--- src/design/remap_pkg.sv ---
/*
 Shared constants for the remote alias remap block: register indices and
 byte offsets, field positions, reset values and the remap state type.
 Assumes a 32-bit APB slave with one aligned word per register.
*/
package remap_pkg;

	localparam int ADDR_W    = 12;    // APB byte address width
	localparam int DATA_W    = 32;
	localparam int REG_W     = 8;
	localparam int I2C_W     = 7;     // 7-bit I2C address
	localparam int NUM_SLOTS = 2;     // Slots with alias decode
	localparam int NUM_STORE = 3;     // Physical slots 5 to 7

	// Register indices; byte address is four times the index
	localparam logic [7:0] IDX_PHYS0  = 8'h39;
	localparam logic [7:0] IDX_PHYS1  = 8'h3A;
	localparam logic [7:0] IDX_PHYS5  = 8'h3E;
	localparam logic [7:0] IDX_PHYS6  = 8'h3F;
	localparam logic [7:0] IDX_PHYS7  = 8'h40;
	localparam logic [7:0] IDX_ALIAS0 = 8'h41;
	localparam logic [7:0] IDX_ALIAS1 = 8'h42;

	localparam logic [ADDR_W-1:0] OFS_PHYS_DEC [NUM_SLOTS] =
		'{{2'h0, IDX_PHYS0, 2'h0}, {2'h0, IDX_PHYS1, 2'h0}};
	localparam logic [ADDR_W-1:0] OFS_ALIAS [NUM_SLOTS] =
		'{{2'h0, IDX_ALIAS0, 2'h0}, {2'h0, IDX_ALIAS1, 2'h0}};
	localparam logic [ADDR_W-1:0] OFS_PHYS_STORE [NUM_STORE] =
		'{{2'h0, IDX_PHYS5, 2'h0}, {2'h0, IDX_PHYS6, 2'h0}, {2'h0, IDX_PHYS7, 2'h0}};

	// Field layout and reset values
	localparam int ADDR_HI     = 7;
	localparam int ADDR_LO     = 1;
	localparam int AUTOACK_BIT = 0;
	localparam logic [REG_W-1:0]  REG_RESET   = 8'h00;
	localparam logic [I2C_W-1:0]  ALIAS_OFF   = 7'h00;
	localparam logic [DATA_W-REG_W-1:0] RD_PAD = 24'h000000;

	typedef enum {ST_IDLE, ST_WAIT} remap_state_e;

endpackage

--- src/design/alias_decoder.sv ---
/*
 One alias decoder: flags a local address that equals a programmed alias.
 Assumes the alias register layout of the remap package; purely combinational.
*/
`timescale 1ns/10ps
module alias_decoder
	import remap_pkg::*;
(
	input  wire logic [REG_W-1:0] aliasReg,
	input  wire logic [I2C_W-1:0] addr,
	output logic                  hit
);
	// A zero alias field switches the slot off entirely
	assign hit = (aliasReg[ADDR_HI:ADDR_LO] != ALIAS_OFF) //RULE3
		&& (aliasReg[ADDR_HI:ADDR_LO] == addr); //RULE2
endmodule

--- src/design/i2c_remote_alias_remap.sv ---
/*
 Remote alias remap: APB register file for physical and alias addresses,
 per-slot alias decode, address substitution towards the control channel
 and local acknowledge handling, including the debug auto-acknowledge.
 Assumes the local I2C front end and the control channel run on clk and
 present address phases and remote acknowledges as one-cycle strobes.
*/
// The APB register port was decided locally.
// Functional notes
// RULE1: Replace matched alias with slot physical address
// RULE2: Compare local address with each slot alias
// RULE3: Zero alias disables the slot
// RULE4: Auto-ack bit acknowledges writes locally
// RULE5: Software keeps auto-ack for debugging only
// RULE6: Otherwise stretch, then return remote ACK/NACK
`timescale 1ns/10ps
module i2c_remote_alias_remap
	import remap_pkg::*;
(
	input  wire logic                       clk,
	input  wire logic                       rstn,
	input  wire logic [remap_pkg::ADDR_W-1:0] paddr,
	input  wire logic                       psel,
	input  wire logic                       penable,
	input  wire logic                       pwrite,
	input  wire logic [remap_pkg::DATA_W-1:0] pwdata,
	output logic      [remap_pkg::DATA_W-1:0] prdata,
	output logic                            pready,
	output logic                            pslverr,
	input  wire logic                       reqValid,
	input  wire logic [remap_pkg::I2C_W-1:0] reqAddr,
	input  wire logic                       reqRead,
	output logic                            reqReady,
	output logic                            fwdValid,
	output logic      [remap_pkg::I2C_W-1:0] fwdAddr,
	output logic                            fwdRead,
	input  wire logic                       remAckValid,
	input  wire logic                       remAck,
	output logic                            ansValid,
	output logic                            ansAck,
	output logic                            stretch
);
	import remap_pkg::*;

	logic [REG_W-1:0]  physDec   [NUM_SLOTS];
	logic [REG_W-1:0]  aliasAddr [NUM_SLOTS];
	logic [REG_W-1:0]  physStore [NUM_STORE];
	logic [REG_W-1:0]  next_physDec   [NUM_SLOTS];
	logic [REG_W-1:0]  next_aliasAddr [NUM_SLOTS];
	logic [REG_W-1:0]  next_physStore [NUM_STORE];
	logic [DATA_W-1:0] next_prdata;
	logic              next_pready;
	logic              next_pslverr;

	// APB register file: answers one cycle after setup, no wait states
	always_comb
	begin
		next_physDec   = physDec;
		next_aliasAddr = aliasAddr;
		next_physStore = physStore;
		next_prdata    = prdata;
		next_pslverr   = pslverr;
		next_pready    = 1'b0;
		if (psel && !penable)
		begin
			next_pready  = 1'b1;
			next_pslverr = 1'b1;   // Unmapped until a decode below hits
			next_prdata  = '0;
			for (int i = 0; i < NUM_SLOTS; i++)
			begin
				if (paddr == OFS_PHYS_DEC[i])
				begin
					next_pslverr = 1'b0;
					next_prdata  = {RD_PAD, physDec[i]};
				end
				if (paddr == OFS_ALIAS[i])
				begin
					next_pslverr = 1'b0;
					next_prdata  = {RD_PAD, aliasAddr[i]};
				end
			end
			for (int j = 0; j < NUM_STORE; j++)
			begin
				if (paddr == OFS_PHYS_STORE[j])
				begin
					next_pslverr = 1'b0;
					next_prdata  = {RD_PAD, physStore[j]};
				end
			end
		end
		// Writes land only at the completing access edge
		if (psel && penable && pready && pwrite)
		begin
			for (int i = 0; i < NUM_SLOTS; i++)
			begin
				if (paddr == OFS_PHYS_DEC[i])
					next_physDec[i] = {pwdata[ADDR_HI:ADDR_LO], 1'b0}; //RULE1
				if (paddr == OFS_ALIAS[i])
					next_aliasAddr[i] = pwdata[REG_W-1:0]; //RULE2
			end
			for (int j = 0; j < NUM_STORE; j++)
			begin
				if (paddr == OFS_PHYS_STORE[j])
					next_physStore[j] = {pwdata[ADDR_HI:ADDR_LO], 1'b0}; //RULE1
			end
		end
	end

	// Register file state
	always_ff @(posedge clk)
	begin
		if (!rstn)
		begin
			for (int i = 0; i < NUM_SLOTS; i++)
			begin
				physDec[i]   <= REG_RESET;
				aliasAddr[i] <= REG_RESET;
			end
			for (int j = 0; j < NUM_STORE; j++)
				physStore[j] <= REG_RESET;
			prdata  <= '0;
			pready  <= 1'b0;
			pslverr <= 1'b0;
		end
		else
		begin
			physDec   <= next_physDec;
			aliasAddr <= next_aliasAddr;
			physStore <= next_physStore;
			prdata    <= next_prdata;
			pready    <= next_pready;
			pslverr   <= next_pslverr;
		end
	end

	logic [NUM_SLOTS-1:0] hit;
	logic                 anyHit;
	logic                 selSlot;

	// One decoder per alias slot
	for (genvar g = 0; g < NUM_SLOTS; g++)
	begin : gDec
		alias_decoder uDec
		(
			.aliasReg (aliasAddr[g]),
			.addr     (reqAddr),
			.hit      (hit[g])
		);
	end

	// Lowest slot wins if two aliases are programmed alike
	assign anyHit  = |hit;
	assign selSlot = !hit[0]; //RULE2

	remap_state_e         state;
	remap_state_e         next_state;
	logic                 autoDone;
	logic                 next_autoDone;
	logic                 next_reqReady;
	logic                 next_fwdValid;
	logic [I2C_W-1:0]     next_fwdAddr;
	logic                 next_fwdRead;
	logic                 next_ansValid;
	logic                 next_ansAck;
	logic                 next_stretch;

	// Remap sequencer; one transaction in flight, new ones held off
	always_comb
	begin
		next_state    = state;
		next_autoDone = autoDone;
		next_reqReady = reqReady;
		next_fwdValid = 1'b0;
		next_fwdAddr  = fwdAddr;
		next_fwdRead  = fwdRead;
		next_ansValid = 1'b0;
		next_ansAck   = ansAck;
		next_stretch  = stretch;
		case (state)
			ST_IDLE:
			begin
				// Unmatched addresses are not ours and get no answer
				if (reqValid && anyHit) //RULE3
				begin
					next_fwdValid = 1'b1;
					next_fwdAddr  = physDec[selSlot][ADDR_HI:ADDR_LO]; //RULE1
					next_fwdRead  = reqRead;
					next_reqReady = 1'b0;
					next_state    = ST_WAIT;
					if (aliasAddr[selSlot][AUTOACK_BIT] && !reqRead)
					begin
						// Debug path: ack now, remote result discarded
						next_ansValid = 1'b1; //RULE4
						next_ansAck   = 1'b1; //RULE4
						next_stretch  = 1'b0;
						next_autoDone = 1'b1;
					end
					else
					begin
						next_stretch  = 1'b1; //RULE6
						next_autoDone = 1'b0;
					end
				end
			end
			ST_WAIT:
			begin
				if (remAckValid)
				begin
					next_state    = ST_IDLE;
					next_reqReady = 1'b1;
					next_stretch  = 1'b0;
					if (!autoDone)
					begin
						next_ansValid = 1'b1; //RULE6
						next_ansAck   = remAck; //RULE6
					end
				end
			end
			default:
			begin
				next_state    = ST_IDLE;
				next_reqReady = 1'b1;
				next_stretch  = 1'b0;
			end
		endcase
	end

	// Sequencer state and registered outputs
	always_ff @(posedge clk)
	begin
		if (!rstn)
		begin
			state    <= ST_IDLE;
			autoDone <= 1'b0;
			reqReady <= 1'b1;
			fwdValid <= 1'b0;
			fwdAddr  <= ALIAS_OFF;
			fwdRead  <= 1'b0;
			ansValid <= 1'b0;
			ansAck   <= 1'b0;
			stretch  <= 1'b0;
		end
		else
		begin
			state    <= next_state;
			autoDone <= next_autoDone;
			reqReady <= next_reqReady;
			fwdValid <= next_fwdValid;
			fwdAddr  <= next_fwdAddr;
			fwdRead  <= next_fwdRead;
			ansValid <= next_ansValid;
			ansAck   <= next_ansAck;
			stretch  <= next_stretch;
		end
	end

endmodule

--- config.mk ---
export PLATFORM = sky130hd
export DESIGN_NAME = i2c_remote_alias_remap
export DESIGN_NICKNAME = d
export VERILOG_FILES = /design/src/design/remap_pkg.sv /design/src/design/alias_decoder.sv /design/src/design/i2c_remote_alias_remap.sv
export SDC_FILE = /design/constraint.sdc
export NUM_CORES = 1
export LEC_CHECK = 0
export BUFFER_PORTS_ARGS = -buffer_cell sky130_fd_sc_hd__buf_2
export CAP_MARGIN = 20
export CORE_ASPECT_RATIO = 0.7
export CORE_MARGIN = 4
export CORE_UTILIZATION = 44
export CTS_BUF_LIST = sky130_fd_sc_hd__clkbuf_16
export CTS_CLUSTER_SIZE = 25
export DETAILED_ROUTE_END_ITERATION = 10
export PLACE_DENSITY_LB_ADDON = 0.25
export SETUP_SLACK_MARGIN = 0.05
export SLEW_MARGIN = 20
export SYNTH_ARGS = -nofsm -noshare
export SYNTH_HDL_FRONTEND = slang
export SYNTH_SLANG_ARGS = --single-unit
--- constraint.sdc ---
create_clock -name clk -period 2.8 [get_ports clk]
set_clock_uncertainty 0.1 [all_clocks]
set_input_delay 0.28 -clock clk [delete_from_list [all_inputs] [get_ports clk]]
set_output_delay 0.28 -clock clk [all_outputs]
set_load 0.03 [all_outputs]
==> reports/qor.txt, run 1 <==
=====================================================================================
Outcome                                                                  finished clean
Most used flip-flop cell after synthesis                                      dfxtp_1
Post-DP HPWL                                                                  8070 um
Wire length of the first global-routing pass                                 17200 um
Power share of the sequential group                                             44.2%
Avg Inst Size Synth                                                        8.59 sq um
Clock period minus final worst setup slack                                    2.20 ns
Place WS                                                                     0.418 ns
Kind of launch point of the worst setup path                                 register
H-tree levels                                                                       3
FMAX                                                                          455 MHz
Drc violations                                                                      0
GRT Residual Overflow                                                               0
Final Cycle Share                                                               78.5%
Setup_tns                                                                        0 ns
DRT Pass-1 Iters                                                                    5
Number of port buffers                                                             58
Initial Utilization                                                             45.2%
Maximum buffer depth of the clock tree                                              2
Remaining antenna violation count                                                   0
Routed length per instance                                                    17.4 um
Path type of the worst setup path                                        register to register
Sequential element share of the synthesized area                                39.9%
Share of power burned in combinational logic                                     6.6%
Wire length after detailed routing                                           10900 um
Via Count                                                                        3540
Crit path max-delay cell type                                                   or4_1
Clock buffer count from CTS                                                         9
Distinct cell type count of the synthesized netlist                                46
Total core area                                                            8440 sq um
Switching portion of total power                                                23.0%
Via count of the first global-routing pass                                       3259
Worst setup startpoint                                                   aliasAddr[12]
Crit path DAT                                                                 2.30 ns
Number of buffers added to fix hold violations after cts                            0
Clock Sink Count                                                                   76
Total Power                                                                   2.45 mW
Share of total power in the clock network                                       49.2%
Most frequent standard cell in the layout excluding fill and tap cells        dfxtp_1
Hold WC Path Type                                                        input port to register
Number of antenna violations at the first check in global routing                   0
Crit path max fanout                                                                8
Final count of pins violating max slew                                              0
Number of top-level design ports                                                  107
CTS Root Buffer Type                                                        clkbuf_16
Relative slew slack                                                             41.6%
Startpoint of the lowest-slack register-to-register path                 aliasAddr[12]
Leading cell types in the layout, fill and taps excluded                 dfxtp_1, buf_2, nand2_1
CTS tree                                                                         done
Count of inserted antenna diode cells                                               0
Clock latency on the worst-skew pair                                          0.34 ns
Die boundary width                                                             119 um
Final setup violating endpoints                                                     0
Internal power component                                                      1.89 mW
Average via count per standard cell                                              5.65
Growth of design area from synthesis to finish                                  17.0%
CP required                                                                   2.90 ns
Kind of end point of the critical path                                       register
Share of flip-flops with an asynchronous set or reset                              0%
Setup slack after layout                                                     0.601 ns
Cells after Synth                                                                 444
Hold Fails Final Rpt                                                                0
Worst hold margin                                                            0.120 ns
Setup Buffers After CTS                                                             0
Total global routing track utilization                                          21.4%
Leakage dissipation                                                           1.66 nW
Count of cells resized by post-cts repair                                           0
Slowest Stage Delay on Critical Path                                          0.55 ns
Transition time at the pin with the least slew margin                        0.869 ns
Final Instance Area                                                        4460 sq um
Clock transition at the registers of the reported paths                       0.06 ns
Sw Pwr                                                                       0.564 mW
Number of max-capacitance violations reported                                       0
Final-stage net count                                                             561
Worst voltage drop across the vdd grid                                       0.348 mV
Synthesis Warnings                                                                  0
Number of cells on the worst reg-to-reg path                                        6
EDFF count, synth                                                                   0
Flop and latch count out of synthesis                                              76
Power density over the cells                                              550 nW/um^2
Full die area                                                             10300 sq um
Post-Place Cell Area                                                       4160 sq um
Cell Chain, Critical Path                                                or4_1 > nor4_2 > nor3_2 > buf_4 > mux2i_1 > o22ai_1
Share of final-layout standard cells stronger than drive strength 1             20.6%
Register-to-register path setup slack                                         0.60 ns
Combined area of all synthesized cells                                     3820 sq um
Count of routing violations after the opening detailed-route iteration            427
Critical Path End                                                            autoDone
Placement Rows                                                                     28
Final weighted congestion in routability-driven placement                       0.876
Endpoint of the worst-slack reg-to-reg timing path                           autoDone
Setup repair after global routing missed its margin                             false
Die Y-Extent                                                                  85.9 um
Pin count of the biggest net entering global routing                               27
=====================================================================================
-- kinds of logic (layout without fill, tap and decap cells) --
family	Yosys count	in the layout	share of synthesized area, %
AND/OR/NAND/NOR	173	173	25.6
AO/OA/AOI/OAI	101	101	16.9
XOR/XNOR	14	14	3.21
buffers and inverters	57	96	8.52
flip-flops	76	76	39.9
multiplexers	22	22	5.77
other	1	24	0.0983
-- layer usage --
layer / GRT usage, % / up-vias / wire (um)
li1: - / 1693 / -
met1: 31.1 / 1678 / 5060
met2: 31.9 / 157 / 4820
met3: 4.94 / 12 / 884
met4: 6.03 / 0 / 145
met5: 0 / - / 0
-- worst min path at each step --
stage,startpoint,to,depth (start not counted)
after floorplan,pwdata[1],physDec[1],2
after global placement,physStore[6],physStore[6],2
after detailed placement,physStore[6],physStore[6],2
after CTS,pwdata[0],aliasAddr[8],3
after global routing,pwdata[0],aliasAddr[0],3
final,pwdata[0],aliasAddr[8],3
-- state kept, by name, summed over array words and instances (netlist names) --
signal / flops
physStore: 21
aliasAddr: 16
physDec: 14
prdata: 8
fwdAddr: 7
ansAck: 1
ansValid: 1
autoDone: 1
fwdRead: 1
fwdValid: 1
pready: 1
pslverr: 1
reqReady: 1
state: 1
stretch: 1
-- area by class of cell --
cell class	instances	area, sq um
fillers	786	3980
multi-input cells	334	2060
flip-flops and latches	76	1520
repair buffers	73	403
clock buffers	9	225
well taps	120	150
clock inverters	7	82.6
inverters	7	26.3
-- cells in the mapped netlist, types with 3 or more instances --
| library cell | n | area share, % |
|---|---|---|
| a22oi_1 | 8 | 1.6 |
| xnor2_1 | 7 | 1.6 |
| nor4_4 | 4 | 2.2 |
| clkbuf_1 | 16 | 1.6 |
| nand2b_1 | 4 | 0.66 |
| a21oi_1 | 43 | 5.6 |
| a221oi_1 | 14 | 3.2 |
| nor4_2 | 3 | 0.98 |
| mux2i_1 | 22 | 5.8 |
| o311a_1 | 7 | 1.8 |
| nor2_1 | 30 | 3.0 |
| nor3_1 | 20 | 2.6 |
| nor2b_1 | 3 | 0.49 |
| nor3_2 | 3 | 0.79 |
| nand4_1 | 4 | 0.66 |
| dfxtp_1 | 76 | 40 |
| xor2_1 | 7 | 1.6 |
| buf_4 | 25 | 4.9 |
| a211oi_1 | 7 | 1.4 |
| o21ai_0 | 15 | 2.0 |
| inv_1 | 6 | 0.59 |
| nand2_1 | 45 | 4.4 |
| nand3_1 | 34 | 4.5 |
| buf_2 | 8 | 1.0 |
| and3_1 | 3 | 0.49 |
| nor4_1 | 4 | 0.66 |
-- worst max-delay path: cells and delay by family (launching register included) --
kind                   cells  cell delay [ns]
buffers and inverters      1             0.20
AO/OA/AOI/OAI              1             0.13
multiplexers               1             0.31
flip-flops                 1             0.38
AND/OR/NAND/NOR            3             0.94
-- power by group through the flow --
stage                     clock (mW)  combinational [mW]  sequential [mW]
after floorplan                    0               0.116             1.11
after global placement             0               0.156             1.11
after detailed placement           0               0.160             1.11
after CTS                       1.22               0.160             1.08
after global routing            1.28               0.173             1.08
final                           1.21               0.163             1.08
-- per-stage QoR --
step | cells | util [%]
2_1_floorplan | 467 | -
3_3_place_gp | 610 | 49.2
3_5_place_dp | 610 | 49.2
4_1_cts | 626 | 52.9
5_1_grt | 626 | 52.9
6_report | 626 | 52.9
Note: power is estimated with default switching activity, not from simulation.
==> run 2: changes to the inputs <==
==> constraint.sdc (replaced) <==
create_clock -name clk -period 1.9 [get_ports clk]
set_clock_uncertainty 0.1 [all_clocks]
set_input_delay 0.19 -clock clk [delete_from_list [all_inputs] [get_ports clk]]
set_output_delay 0.19 -clock clk [all_outputs]
set_load 0.03 [all_outputs]
==> run 2 against run 1 <==
Net effect:
- sequential power increased by 48%
- via count up 7.9%
- flip-flop and latch count unchanged
- global-route usage is 2.9 points higher
- critical endpoint is now stretch
- register-to-register slack lost 0.70 ns
- worst hold slack got worse by 0.084 ns
- core utilization grew 7.5 points
- highest routed layer unchanged
- non-clock buffer count increased by 42
- the run now ends with setup timing left
- routed wire length is 15% higher
- combinational power up 75%
==> reports/qor.txt, run 2 (same netlist as run 1, synthesis figures left out) <==
=====================================================================================
Total global routing track utilization                                          24.4%
Number of max-capacitance violations reported                                       0
Die boundary width                                                             119 um
Total Power                                                                   3.52 mW
Most frequent standard cell in the layout excluding fill and tap cells        dfxtp_1
Post-Place Cell Area                                                       4530 sq um
Remaining antenna violation count                                                   0
Hold Fails Final Rpt                                                                0
H-tree levels                                                                       3
Worst hold margin                                                           0.0360 ns
Die Y-Extent                                                                  85.9 um
Power density over the cells                                              690 nW/um^2
Path type of the worst setup path                                        register to register
Dominant cell type by count on the critical path                               nor4_4
Count of routing violations after the opening detailed-route iteration            403
DRT Pass-1 Iters                                                                    4
Hold WC Path Type                                                        input port to register
Final count of pins violating max slew                                              0
Full die area                                                             10300 sq um
Final Cycle Share                                                                105%
Slowest Stage Delay on Critical Path                                          0.54 ns
Total core area                                                            8440 sq um
Clock latency on the worst-skew pair                                          0.34 ns
Leakage dissipation                                                           1.97 nW
Clock transition at the registers of the reported paths                       0.06 ns
Clock Sink Count                                                                   76
Wire length of the first global-routing pass                                 19600 um
Final setup violating endpoints                                                    11
CTS tree                                                                         done
Final Instance Area                                                        5100 sq um
Placed instance count                                                             643
Finished Layout Cells                                                             669
Leading cell types in the layout, fill and taps excluded                 dfxtp_1, buf_2, nand2_1, buf_4, a21oi_1
Via count of the first global-routing pass                                       3725
CTS Root Buffer Type                                                        clkbuf_16
Number of antenna violations at the first check in global routing                   0
Flip-flop count of the largest register after layout                               21
Routed length per instance                                                    18.8 um
CP required                                                                   2.02 ns
Registers with the most flip-flops                                       physStore x21, aliasAddr x16, physDec x14
Area used by sequential logic in the layout                                1530 sq um
Post-DP HPWL                                                                  8670 um
FMAX                                                                          500 MHz
Setup repair after global routing missed its margin                              true
Kind of launch point of the worst setup path                                 register
Initial Utilization                                                             45.2%
Setup slack after layout                                                   -0.0994 ns
Transition time at the pin with the least slew margin                        0.554 ns
Number of port buffers                                                             58
Crit path DAT                                                                 2.12 ns
Top register by number of flip-flops                                        physStore
Wire length after detailed routing                                           12600 um
Violated checks                                                          setup timing
Clock buffer count from CTS                                                         9
Number of buffers added to fix hold violations after cts                            0
Drc violations                                                                      0
Clock period minus final worst setup slack                                    2.00 ns
Number of top-level design ports                                                  107
Growth of design area from synthesis to finish                                  33.6%
Placement Rows                                                                     28
Crit path max-delay cell type                                                   or4_4
Layout fillers                                                                    747
Count of inserted antenna diode cells                                               0
Cell Chain, Critical Path                                                or4_4 > nor4_4 > buf_4 > nor4_4 > buf_6 > o21ai_4 > inv_2 > o2bb2ai_2
Kind of end point of the critical path                                       register
Area taken by multi-input logic gates                                      2250 sq um
Worst voltage drop across the vdd grid                                       0.450 mV
Final-stage net count                                                             604
Pin count of the biggest net entering global routing                               39
GRT Residual Overflow                                                               0
Relative slew slack                                                             63.0%
Share of final-layout standard cells stronger than drive strength 1             32.1%
Maximum buffer depth of the clock tree                                              2
Crit path max fanout                                                                5
Average via count per standard cell                                              5.71
Final weighted congestion in routability-driven placement                       0.847
Via Count                                                                        3820
Outcome                                                                  finished, violations left
=====================================================================================
## run 2: worst paths after layout
| check | startpoint | endpoint | slack, ns | cells after the start |
|---|---|---|---|---|
| max reg2reg | aliasAddr[12] | stretch | -0.1 | 8 |
| max | aliasAddr[12] | stretch | -0.1 | 8 |
| min | pwdata[0] | aliasAddr[8] | 0.04 | 3 |
| min reg2reg | physStore[1] | physStore[1] | 0.36 | 2 |
## run 2: cell type report
class | instances | share of cell area, %
multi-input cells | 335 | 44.1
clock buffers | 9 | 4.42
clock inverters | 7 | 1.15
well taps | 120 | 2.94
repair buffers | 115 | 16.9
inverters | 7 | 0.515
flip-flops and latches | 76 | 29.9
## run 2: repair_timing
item	4_1_cts	5_1_grt
setup endpoints to repair	15	22
pin swaps	6	21
resized for setup	26	24
gates cloned	1	1
buffers inserted	2	6
## run 2: critical path, delay by kind of cell, from the launching register on
kind	cells	cell delay [ns]
AOI/OAI and AO/OA	2	0.31
buffers and inverters	3	0.41
DFF	1	0.32
and+or+nand+nor	3	0.76
## run 2: per-layer routing
layer / track usage, % / up-vias / part of all wire [%]
met5: 0 / - / 0
met4: 8.00 / 0 / 1.8
met3: 7.12 / 22 / 8.6
met2: 37.4 / 168 / 47
met1: 33.2 / 1849 / 43
li1: - / 1781 / -
## run 2: through the flow
| stage | util [%] | TNS (ns) | setup slack [ns] |
|---|---|---|---|
| after floorplan | - | -0.140 | -0.0210 |
| after global placement | 53.6 | -5.31 | -0.184 |
| after detailed placement | 53.6 | -7.51 | -0.229 |
| after CTS | 58.5 | -0.871 | -0.122 |
| after global routing | 60.4 | -1.03 | -0.132 |
| final | 60.4 | -0.369 | -0.0994 |
## run 2: where the power goes
part,total [mW],switching (mW),internal [mW]
sequential,1.60,0.00129,1.60
combinational,0.286,0.201,0.0846
clock,1.64,0.639,0.999
total,3.52,0.841,2.68
==> run 3: changes to the inputs <==
--- a/config.mk
+++ b/config.mk
@@ -13,7 +13,7 @@
 export CTS_BUF_LIST = sky130_fd_sc_hd__clkbuf_16
 export CTS_CLUSTER_SIZE = 25
 export DETAILED_ROUTE_END_ITERATION = 10
-export PLACE_DENSITY_LB_ADDON = 0.25
+export PLACE_DENSITY = 0.83
 export SETUP_SLACK_MARGIN = 0.05
 export SLEW_MARGIN = 20
 export SYNTH_ARGS = -nofsm -noshare
==> run 3 against run 2 <==
Net effect:
- the run still ends with setup timing left
- combinational power shrank 5%
- worst hold slack gained 0.00052 ns
- sequential power is essentially flat
- first-iteration DRC count shrank 6.7%
- final cell count shrank 0.30%
- count of clock-buffer cells in the layout is the same
- die area is the same
- via count grew 0.97%
- non-clock buffer count shrank 1
- core utilization grew 0.18 points
- critical path depth is the same
- largest cell class unchanged
==> reports/qor.txt, run 3 (same netlist as run 1, synthesis figures left out) <==
========================================================================================
Die Y-Extent                                                                     85.9 um
HP Start                                                                       pwdata[0]
Category of cells accounting for the largest share of critical-path delay   simple AND/OR/NAND/NOR gates
Final count of pins violating max slew                                                 0
Routed length per instance                                                       17.9 um
Finished Layout Cells                                                                667
H-tree levels                                                                          3
Switching portion of total power                                                   22.3%
Transition time at the pin with the least slew margin                           0.657 ns
Total Power                                                                      3.79 mW
Share of power burned in combinational logic                                        7.2%
Cell Chain, Critical Path                                                   or4_4 > nor4_4 > buf_4 > nor3_4 > buf_12 > buf_4 > mux2i_2 > a211oi_2
Number of buffers added to fix hold violations after cts                               0
Worst setup startpoint                                                      aliasAddr[13]
Crit path max fanout                                                                   7
Placement Rows                                                                        28
Kind of launch point of the worst setup path                                    register
Full die area                                                                10300 sq um
Count of inserted antenna diode cells                                                  0
Number of port buffers                                                                58
Hold WC Path Type                                                           input port to register
Relative slew slack                                                                56.2%
Clock period minus final worst setup slack                                       2.04 ns
Most frequent standard cell in the layout excluding fill and tap cells           dfxtp_1
Placed instance count                                                                640
Violated checks                                                             setup timing
Via count of the first global-routing pass                                          3626
Top register by number of flip-flops                                           physStore
DRT Pass-1 Iters                                                                       6
Startpoint of the lowest-slack register-to-register path                    aliasAddr[13]
Register-to-register path setup slack                                           -0.14 ns
Leakage dissipation                                                              1.99 nW
Drc violations                                                                         0
Sw Pwr                                                                          0.844 mW
Count of routing violations after the opening detailed-route iteration               376
Dominant cell type by count on the critical path                                   buf_4
Initial Utilization                                                                45.2%
Post-DP HPWL                                                                     8420 um
Place WS                                                                       -0.222 ns
CP required                                                                      2.00 ns
CTS tree                                                                            done
Setup repair after global routing missed its margin                                 true
Hold Fails Final Rpt                                                                   0
Final weighted congestion in routability-driven placement                          0.916
Wire length after detailed routing                                              12000 um
Crit path max-delay cell type                                                      or4_4
FMAX                                                                             491 MHz
Share of total power in the clock network                                          50.6%
Worst voltage drop across the vdd grid                                          0.536 mV
Crit path DAT                                                                    2.14 ns
Internal power component                                                         2.94 mW
Number of max-capacitance violations reported                                          0
Number of antenna violations at the first check in global routing                      0
Registers with the most flip-flops                                          physStore x21, aliasAddr x16, physDec x14
Maximum buffer depth of the clock tree                                                 2
Clock latency on the worst-skew pair                                             0.34 ns
Outcome                                                                     finished, violations left
Total global routing track utilization                                             22.5%
Setup slack after layout                                                       -0.139 ns
Pin count of the biggest net entering global routing                                  38
Die boundary width                                                                119 um
Leading cell types in the layout, fill and taps excluded                    dfxtp_1, buf_2, buf_4
Final-stage net count                                                                602
Power share of the sequential group                                                42.2%
Path type of the worst setup path                                           register to register
Final setup violating endpoints                                                       11
Flip-flop count of the largest register after layout                                  21
Number of top-level design ports                                                     107
GRT Residual Overflow                                                                  0
Share of final-layout standard cells stronger than drive strength 1                32.4%
Remaining antenna violation count                                                      0
Clock Sink Count                                                                      76
Clock buffer count from CTS                                                            9
Power density over the cells                                                 740 nW/um^2
Final Cycle Share                                                                   107%
Total buffers and inverters traversed by the critical path                             3
Average via count per standard cell                                                 5.78
Wire length of the first global-routing pass                                    18200 um
Kind of end point of the critical path                                          register
Slowest Stage Delay on Critical Path                                             0.55 ns
Setup_tns                                                                      -0.884 ns
Clock transition at the registers of the reported paths                          0.06 ns
Via Count                                                                           3857
CTS Root Buffer Type                                                           clkbuf_16
Total core area                                                               8440 sq um
Growth of design area from synthesis to finish                                     34.0%
========================================================================================
==> run 3: cell count changes in the layout (fill, tap and decap cells not counted), moves of 3 or more <==
cell and delta:
nor3_2 -3, buf_2 +3, buf_4 +3, buf_6 -5, nor3_4 +6, nor3_1 -3
==> run 3: through the flow <==
| step | hold WS (ns) | utilization, % | instance area [sq um] |
|---|---|---|---|
| detailed placement | 0.350 | 53.2 | 4490 |
| global placement | 0.344 | 53.2 | 4490 |
| CTS | 0.0225 | 58.9 | 4970 |
| global route | 0.0246 | 60.6 | 5110 |
| floorplan | 0.226 | - | 3950 |
| finish | 0.0366 | 60.6 | 5110 |
==> run 3: final cells by class <==
class | count | area (sq um)
clock buffers | 9 | 225
clock inverters | 7 | 108
fillers | 710 | 3330
inverters | 7 | 26.3
multi-input cells | 334 | 2270
flip-flops and latches | 76 | 1530
well taps | 120 | 150
repair buffers | 114 | 810
==> run 3: power by group through the flow <==
stage / Combinational [mW] / Clock, mW / Sequential (mW)
after floorplan: 0.172 / 0 / 1.64
after global placement: 0.251 / 0 / 1.63
after detailed placement: 0.258 / 0 / 1.63
after CTS: 0.261 / 1.93 / 1.60
after global routing: 0.287 / 2.00 / 1.60
final: 0.273 / 1.91 / 1.60
==> run 3: worst paths after layout <==
check            endpoint  depth (start not counted)
min          aliasAddr[8]                          3
min reg2reg  physStore[1]                          2
max reg2reg    fwdAddr[4]                          8
max            fwdAddr[4]                          8
==> run 3: per-layer routing <==
| layer | GRT usage [%] | share of wire (%) | vias up |
|---|---|---|---|
| met5 | 0 | 0 | - |
| met4 | 6.44 | 1.7 | 0 |
| met3 | 7.51 | 12 | 34 |
| met2 | 34.8 | 45 | 234 |
| met1 | 30.2 | 41 | 1817 |
| li1 | - | - | 1772 |
==> run 3: what timing repair did <==
| item | in CTS | in global routing |
|---|---|---|
| hold endpoints to repair | 0 | 0 |
| pin swaps | 12 | 14 |
| resized for setup | 29 | 15 |
| setup buffers | 2 | 10 |
| setup endpoints to repair | 14 | 15 |
==> run 3: worst min-delay path, delay by kind of cell <==
kind / cells / cell delay (ns)
AO/OA/AOI/OAI: 1 / 0.05
buffers and inverters: 1 / 0.12
AND/OR/NAND/NOR: 1 / 0.06
